===== src/design/nbbm_defs.svh =====
/*
 * Constants for the bad-block handling logic of the flash array.
 * Assumes it is included by bare name from the design files; the package does not include it.
 */
`ifndef NBBM_DEFS_SVH
`define NBBM_DEFS_SVH

// ****************************************************************
// Array geometry
// ****************************************************************
`define NBBM_BLOCKS      4096
`define NBBM_MIN_GOOD    4016
`define NBBM_PAGES       64
`define NBBM_MAIN_BYTES  2048
`define NBBM_PAGE_BYTES  2112

// ****************************************************************
// Marker layout and values
// ****************************************************************
`define NBBM_MARK_PAGES  2
`define NBBM_MARK_BYTE   8'h00
`define NBBM_ERASED_BYTE 8'hFF
`define NBBM_BOOT_BLOCK  0

`endif


===== src/design/nbbm_pkg.sv =====
/*
 * Types shared by the bad-block handling logic.
 * Assumes nbbm_defs.svh is on the include path.
 */
`default_nettype none
package nbbm_pkg;

  typedef enum logic [1:0] {
    NBBM_OP_READ,
    NBBM_OP_PROG,
    NBBM_OP_ERASE
  } nbbm_op_t;

  typedef enum logic [1:0] {
    NBBM_ST_SCAN,
    NBBM_ST_IDLE,
    NBBM_ST_WAIT
  } nbbm_state_t;

endpackage
`default_nettype wire


===== src/design/nbbm_marker_table.sv =====
/*
 * Per-block factory defect marker storage, one flip-flop per block.
 * Assumes clear requests come from logic on the same clock.
 */
`timescale 1ns/100ps
`default_nettype none
`include "nbbm_defs.svh"

module nbbm_marker_table #(
  parameter int                BLOCKS      = `NBBM_BLOCKS,
  parameter int                BW          = $clog2(`NBBM_BLOCKS),
  parameter logic [BLOCKS-1:0] FACTORY_BAD = '0
) (
  // Clock, reset and enable
  input  wire logic          core_clk,
  input  wire logic          rst_n,
  input  wire logic          ce,
  // Lookup
  input  wire logic [BW-1:0] rd_idx,
  output logic               rd_marker,
  // Marker loss on erase
  input  wire logic          clr_en,
  input  wire logic [BW-1:0] clr_idx
);

  localparam logic [BLOCKS-1:0] BOOT_MASK =
    ~({{(BLOCKS-1){1'b0}}, 1'b1} << `NBBM_BOOT_BLOCK);

  logic [BLOCKS-1:0] mark_q;
  logic [BLOCKS-1:0] mark_d;

  always_comb begin
    mark_d = mark_q;
    if (clr_en) begin
      mark_d[clr_idx] = 1'b0;
    end
  end

  // Markers start as shipped; the boot block can never carry one.
  always_ff @(posedge core_clk) begin
    if (!rst_n) begin
      mark_q <= FACTORY_BAD & BOOT_MASK;
    end else if (ce) begin
      mark_q <= mark_d;
    end
  end

  assign rd_marker = mark_q[rd_idx];

endmodule // nbbm_marker_table
`default_nettype wire


===== src/design/nbbm_top.sv =====
/*
 * Bad-block handling in front of the flash cell array: factory marker
 * readout, isolation of defective blocks and the good-block census.
 * Assumes the array core and the command front end share core_clk.
 */
// Notes on behaviour
// - Block zero is always good and never reads back a defect marker.
// - At least the minimum count of all blocks is good, checked at start.
// - A defective block shows a non-all-ones first spare byte in page 0/1 until it is erased.
// - A defective block is cut off from the array and cannot disturb it.
`timescale 1ns/100ps
`default_nettype none
`include "nbbm_defs.svh"

module nbbm_top
  import nbbm_pkg::*;
#(
  parameter int                BLOCKS      = `NBBM_BLOCKS,
  parameter int                MIN_GOOD    = `NBBM_MIN_GOOD,
  parameter int                PAGES       = `NBBM_PAGES,
  parameter int                PAGE_BYTES  = `NBBM_PAGE_BYTES,
  parameter int                MAIN_BYTES  = `NBBM_MAIN_BYTES,
  parameter logic [BLOCKS-1:0] FACTORY_BAD = '0,
  parameter int                BW          = $clog2(BLOCKS),
  parameter int                PW          = $clog2(PAGES),
  parameter int                CW          = $clog2(PAGE_BYTES)
) (
  // Clock, reset and enable
  input  wire logic          core_clk,
  input  wire logic          rst_n,
  input  wire logic          ce,
  // Operation request
  input  wire logic          req_valid,
  output logic               req_ready,
  input  wire nbbm_op_t      req_op,
  input  wire logic [BW-1:0] req_block,
  input  wire logic [PW-1:0] req_page,
  input  wire logic [CW-1:0] req_col,
  // Operation result
  output logic               rsp_valid,
  output logic               rsp_fail,
  output logic [7:0]         rsp_data,
  // Cell array core
  output logic               arr_start,
  output nbbm_op_t           arr_op,
  output logic [BW-1:0]      arr_block,
  output logic [PW-1:0]      arr_page,
  output logic [CW-1:0]      arr_col,
  input  wire logic [7:0]    arr_rdata,
  input  wire logic          arr_done,
  input  wire logic          arr_fail,
  // Census
  output logic               scan_done,
  output logic [BW:0]        good_count,
  output logic               good_ok
);

  // ****************************************************************
  // Constants
  // ****************************************************************
  localparam logic [BW-1:0] LAST_BLK  = BW'(BLOCKS - 1);
  localparam logic [BW:0]   MIN_CNT   = (BW + 1)'(MIN_GOOD);
  localparam logic [PW-1:0] MARK_PGS  = PW'(`NBBM_MARK_PAGES);
  localparam logic [CW-1:0] MARK_COL  = CW'(MAIN_BYTES);

  // ****************************************************************
  // State
  // ****************************************************************
  nbbm_state_t   st_q, st_d;
  nbbm_op_t      op_q, op_d;
  logic [BW-1:0] blk_q, blk_d;
  logic [PW-1:0] pg_q, pg_d;
  logic [CW-1:0] col_q, col_d;
  logic [BW-1:0] scan_q, scan_d;
  logic [BW:0]   cnt_q, cnt_d;
  logic          done_q, done_d;
  logic          ok_q, ok_d;
  logic          start_q, start_d;
  logic          rv_q, rv_d;
  logic          rf_q, rf_d;
  logic [7:0]    rd_q, rd_d;

  logic [BW-1:0] look_idx;
  logic          look_mark;
  logic          look_iso;
  logic          clr_en;
  logic          accept;
  logic          at_mark;

  // ****************************************************************
  // Defect lookup
  // ****************************************************************
  // Isolation follows the factory map and is never lifted, so a block
  // whose marker was erased away still stays cut off from the array.
  assign look_idx = (st_q == NBBM_ST_SCAN) ? scan_q : req_block;
  assign look_iso = FACTORY_BAD[look_idx] &&
                    (look_idx != BW'(`NBBM_BOOT_BLOCK));

  nbbm_marker_table #(
    .BLOCKS      (BLOCKS),
    .BW          (BW),
    .FACTORY_BAD (FACTORY_BAD)
  ) u_table (
    .core_clk  (core_clk),
    .rst_n     (rst_n),
    .ce        (ce),
    .rd_idx    (look_idx),
    .rd_marker (look_mark),
    .clr_en    (clr_en),
    .clr_idx   (req_block)
  );

  assign req_ready = ce && (st_q == NBBM_ST_IDLE);
  assign accept    = req_ready && req_valid;
  assign at_mark   = (req_page < MARK_PGS) && (req_col == MARK_COL);
  // Erasing a defective block wipes its marker until the next reset.
  assign clr_en    = accept && (req_op == NBBM_OP_ERASE) && look_iso;

  // ****************************************************************
  // Sequencer
  // ****************************************************************
  always_comb begin
    st_d    = st_q;
    op_d    = op_q;
    blk_d   = blk_q;
    pg_d    = pg_q;
    col_d   = col_q;
    scan_d  = scan_q;
    cnt_d   = cnt_q;
    done_d  = done_q;
    ok_d    = ok_q;
    start_d = 1'b0;
    rv_d    = 1'b0;
    rf_d    = rf_q;
    rd_d    = rd_q;
    case (st_q)
      NBBM_ST_SCAN: begin
        // One block per cycle; requests wait until the census is in.
        if (!look_iso) begin
          cnt_d = cnt_q + (BW + 1)'(1);
        end
        if (scan_q == LAST_BLK) begin
          done_d = 1'b1;
          ok_d   = (cnt_d >= MIN_CNT);
          st_d   = NBBM_ST_IDLE;
        end else begin
          scan_d = scan_q + BW'(1);
        end
      end
      NBBM_ST_IDLE: begin
        if (accept) begin
          op_d  = req_op;
          blk_d = req_block;
          pg_d  = req_page;
          col_d = req_col;
          if (look_iso) begin
            // Answer locally; the array never sees this block.
            rv_d = 1'b1;
            rf_d = (req_op != NBBM_OP_READ);
            if (req_op == NBBM_OP_READ && look_mark && at_mark) begin
              rd_d = `NBBM_MARK_BYTE;
            end else begin
              rd_d = `NBBM_ERASED_BYTE;
            end
          end else begin
            start_d = 1'b1;
            st_d    = NBBM_ST_WAIT;
          end
        end
      end
      NBBM_ST_WAIT: begin
        if (arr_done) begin
          rv_d = 1'b1;
          rf_d = (op_q != NBBM_OP_READ) && arr_fail;
          rd_d = (op_q == NBBM_OP_READ) ? arr_rdata : `NBBM_ERASED_BYTE;
          st_d = NBBM_ST_IDLE;
        end
      end
      default: begin
        st_d = NBBM_ST_IDLE;
      end
    endcase
  end

  always_ff @(posedge core_clk) begin
    if (!rst_n) begin
      st_q    <= NBBM_ST_SCAN;
      op_q    <= NBBM_OP_READ;
      blk_q   <= '0;
      pg_q    <= '0;
      col_q   <= '0;
      scan_q  <= '0;
      cnt_q   <= '0;
      done_q  <= 1'b0;
      ok_q    <= 1'b0;
      start_q <= 1'b0;
      rv_q    <= 1'b0;
      rf_q    <= 1'b0;
      rd_q    <= `NBBM_ERASED_BYTE;
    end else if (ce) begin
      st_q    <= st_d;
      op_q    <= op_d;
      blk_q   <= blk_d;
      pg_q    <= pg_d;
      col_q   <= col_d;
      scan_q  <= scan_d;
      cnt_q   <= cnt_d;
      done_q  <= done_d;
      ok_q    <= ok_d;
      start_q <= start_d;
      rv_q    <= rv_d;
      rf_q    <= rf_d;
      rd_q    <= rd_d;
    end
  end

  // ****************************************************************
  // Outputs
  // ****************************************************************
  assign rsp_valid  = rv_q;
  assign rsp_fail   = rf_q;
  assign rsp_data   = rd_q;
  assign arr_start  = start_q;
  assign arr_op     = op_q;
  assign arr_block  = blk_q;
  assign arr_page   = pg_q;
  assign arr_col    = col_q;
  assign scan_done  = done_q;
  assign good_count = cnt_q;
  assign good_ok    = ok_q;

endmodule // nbbm_top
`default_nettype wire


===== config.mk =====
export PLATFORM = sky130hd
export DESIGN_NAME = nbbm_top
export DESIGN_NICKNAME = d
export VERILOG_FILES = /design/src/design/nbbm_pkg.sv /design/src/design/nbbm_marker_table.sv /design/src/design/nbbm_top.sv
export VERILOG_INCLUDE_DIRS = /design/src /design/src/design
export SDC_FILE = /design/constraint.sdc
export NUM_CORES = 1
export LEC_CHECK = 0
export ABC_AREA = 1
export BUFFER_PORTS_ARGS = -buffer_cell sky130_fd_sc_hd__buf_2
export CAP_MARGIN = 20
export CORE_MARGIN = 2
export CORE_UTILIZATION = 35
export DETAILED_ROUTE_END_ITERATION = 6
export GPL_ROUTABILITY_DRIVEN = 0
export GPL_TIMING_DRIVEN = 0
export PLACE_DENSITY_LB_ADDON = 0.1
export RECOVER_POWER = 100
export SKIP_LAST_GASP = 1
export SYNTH_ARGS = -nofsm -noshare
export SYNTH_HDL_FRONTEND = slang
export SYNTH_SLANG_ARGS = --single-unit

===== constraint.sdc =====
create_clock -name core_clk -period 4.7 [get_ports core_clk]
set_clock_uncertainty 0.15 [all_clocks]
set_input_delay 0.47 -clock core_clk [delete_from_list [all_inputs] [get_ports core_clk]]
set_output_delay 0.47 -clock core_clk [all_outputs]
set_load 0.05 [all_outputs]

==> results.rst <==
.. list-table::
   :header-rows: 1

   * - Metric
     - Value
   * - Maximum root-to-sink buffer count
     - 2
   * - Via count of the first global-routing pass
     - 3,020
   * - Antenna-violating nets left
     - 0
   * - Flip-flop and latch count after synthesis
     - 72
   * - Number of cells upsized or downsized after cts
     - 0
   * - Total count of hold-check failures in the final report
     - 0
   * - Post-CTS setup repair buffer count
     - 0
   * - Post-route clock period utilization
     - 55.0%
   * - List of cells traversed by the critical path
     - inv_1 -> nor3_1 -> clkbuf_1 -> buf_2
   * - Stage delay of the slowest cell on the critical path
     - 0.44 ns
   * - Clock tree from TritonCTS
     - yes
   * - Post-Route Setup TNS
     - 0 ns
   * - Top post-synthesis cells by area
     - sky130_fd_sc_hd__dfxtp_1, sky130_fd_sc_hd__nand2_1, sky130_fd_sc_hd__a21oi_1
   * - Ranking of synthesized cells by instance count
     - sky130_fd_sc_hd__nand2_1, sky130_fd_sc_hd__dfxtp_1, sky130_fd_sc_hd__a21oi_1
   * - Initial DRT Pass Iterations
     - 4
   * - F_max
     - 387 MHz
   * - Largest fanout on the critical path
     - 10
   * - Count of pins on the block boundary
     - 105
   * - Number of clock sinks
     - 72
   * - Path class of the lowest-slack min-delay path
     - input port to flip-flop
   * - Total gr overflow
     - 0
   * - Post-synthesis async set-or-reset flop share
     - 0%
   * - Setup Viol. Count Final
     - 0
   * - Vertical extent of the die
     - 98.6 µm
   * - Full die area
     - 0.00972 mm²
   * - CTS H-tree lvls
     - 3
   * - Number of inserted diodes
     - 0
   * - Transition time at the pin with the least slew margin
     - 0.669 ns
   * - Count of final max-slew check failures
     - 0
   * - VDD IR max
     - 0.000135 V
   * - Sequential cell area fraction in the yosys report
     - 46.0%
   * - Layout cells sized above 1
     - 12.7%
   * - # DRC
     - 0
   * - Start-to-end type of the worst setup path
     - flip-flop to primary output
   * - Total core area
     - 0.00872 mm²
   * - Required time of the critical path
     - 4.08 ns
   * - Cell with the biggest individual delay on the critical path
     - sky130_fd_sc_hd__nor3_1
   * - Mean instance size in the synthesized netlist
     - 7.24 µm²
   * - Horizontal die dimension
     - 98.6 µm
   * - Top-area cell type share of the netlist area
     - 46.0%
   * - Total via count in the routed design
     - 3,161
   * - Gate Count Post-Synth
     - 433
   * - Nets
     - 596
   * - Worst-case setup margin in the final layout
     - 2.11 ns
   * - Library cell occupying the most area in the post-synthesis netlist
     - sky130_fd_sc_hd__dfxtp_1
   * - Pin count of the biggest net entering global routing
     - 14
   * - Post-Synthesis Cell Area
     - 0.00313 mm²
   * - Number of buffers created by CTS
     - 9
   * - Final core utilization
     - 44.3%
   * - Number of warnings reported in the yosys synthesis log
     - 0
   * - Initial standard-cell utilization of the core
     - 35.9%
   * - Hold buffers post-CTS
     - 0
   * - Number of flops mapped to enable cells by yosys
     - 0
   * - Min cycle time layout
     - 2.59 ns
   * - Pwr/cell area
     - 318 mW/mm²
   * - Drt initial violations
     - 144
   * - Data arrival time of the critical path
     - 1.97 ns
   * - Layout-stage area growth over the synthesis result
     - 23.4%
   * - Clock Tree Root
     - sky130_fd_sc_hd__clkbuf_8
   * - Wire length per cell after detailed routing
     - 12.4 µm
   * - Critical Path Sink Type
     - primary output
   * - Type of origin of the critical path
     - flip-flop
   * - Unrepaired setup endpoints after global routing
     - false
   * - Status
     - completed
   * - Global-route wire length before repair
     - 13,800 µm
   * - Clock latency on the worst-skew pair
     - 0.34 ns
   * - Initial antenna violation count
     - 0
   * - Count of distinct cell types in the synthesized netlist
     - 30
   * - Standard-cell row count
     - 34
   * - Syn nets
     - 481
   * - Leading register cell type out of synthesis
     - sky130_fd_sc_hd__dfxtp_1
   * - Wirelength, routed
     - 8230 µm
   * - Dominant cell by count in the synthesized netlist
     - sky130_fd_sc_hd__nand2_1
   * - Post-CTS clock slew at the launch and capture registers of the worst setup and hold paths
     - 0.08 ns
   * - Number of buffers added on ports
     - 104
   * - Minimum setup slack after placement
     - 2.56 ns
   * - Rel. slew slack
     - 55.6%
   * - Filler cell count in the final layout
     - 958
   * - Detail-routed via count per cell
     - 4.78
   * - Total global routing track utilization
     - 17.4%
   * - Count of maximum capacitance violations
     - 0
   * - Total power
     - 0.00123 W
   * - Pleak
     - 1.55 nW
   * - HPWL reported at the end of detailed placement
     - 6140 µm
[through the flow]
| stage | std cells | hold WS (ns) | area, µm² |
|---|---|---|---|
| finish | 661 | 0.213 | 3870 |
| global route | 661 | 0.200 | 3870 |
| CTS | 661 | 0.200 | 3990 |
| detailed placement | 645 | 0.291 | 3790 |
| global placement | 645 | 0.289 | 3790 |
| floorplan | 433 | 0.299 | 3130 |
[logic make-up (layout without fill, tap and decap cells)]
logic type	count (synthesis)	after routing	synth area share [%]
AO/OA/AOI/OAI	94	94	15.4
XOR/XNOR	4	4	1.12
adder cells (fa/ha/maj)	2	2	0.799
buffers and inverters	66	186	8.59
flip-flops	72	72	46.0
AND/OR/NAND/NOR	195	195	28.1
[metal layers]
metal / track usage, % / vias to the layer above / share of wire, %
met3: 6.03 / 5 / 7.3
met4: 5.58 / 0 / 0.78
li1: - / 1646 / -
met5: 0 / - / 0
met1: 21.2 / 1434 / 46
met2: 29.0 / 76 / 46
[critical path: cells and delay by family (launching register included)]
kind / cells / cell delay [ns]
buffers and inverters: 3 / 0.83
flip-flops: 1 / 0.35
AND/OR/NAND/NOR: 1 / 0.44
[layout make-up]
cell class | instances | area, µm² | area share, %
well taps | 108 | 135 | 3.49
flip-flops and latches | 72 | 1440 | 37.3
plain buffers | 20 | 77.6 | 2.01
inverters | 46 | 173 | 4.46
clock buffers | 10 | 138 | 3.56
clock inverters | 6 | 67.6 | 1.75
multi-input cells | 295 | 1390 | 35.9
repair buffers | 104 | 447 | 11.5
[placed cells by master (no fill, tap or decap), drive strengths merged, types with 3 or more instances in the layout]
cell | netlist | final
clkbuf | 9 | 87
nor2 | 30 | 30
a21oi | 61 | 61
o21ai | 28 | 28
buf | 11 | 47
nand4 | 6 | 6
clkinv | 0 | 3
nand2 | 107 | 107
xor2 | 3 | 3
nand3 | 46 | 46
dfxtp | 72 | 72
nor3 | 5 | 5
inv | 46 | 46
[state kept, by name (all words and copies together) (netlist names)]
signal	flops
st_q	2
good_count	13
arr_page	6
rsp_data	8
arr_block	12
scan_done	1
arr_col	12
arr_op	2
arr_start	1
rsp_valid	1
scan_q	12
rsp_fail	1
good_ok	1
[worst paths after layout]
check,startpoint,to,slack (ns),cells past startpoint
min,arr_rdata[0],rsp_data[0],0.21,3
min reg2reg,rsp_data[1],rsp_data[1],0.31,2
max reg2reg,scan_q[0],scan_q[6],2.59,11
max,st_q[0],req_ready,2.11,4
[power by group]
group | switching, W | leakage [nW] | total [W] | internal [W]
combinational | 0.0000695 | 0.867 | 0.0000985 | 0.0000291
sequential | 0.00000928 | 0.583 | 0.000627 | 0.000618
clock | 0.000243 | 0.0989 | 0.000505 | 0.000262
(Power assumes the default switching activity.)
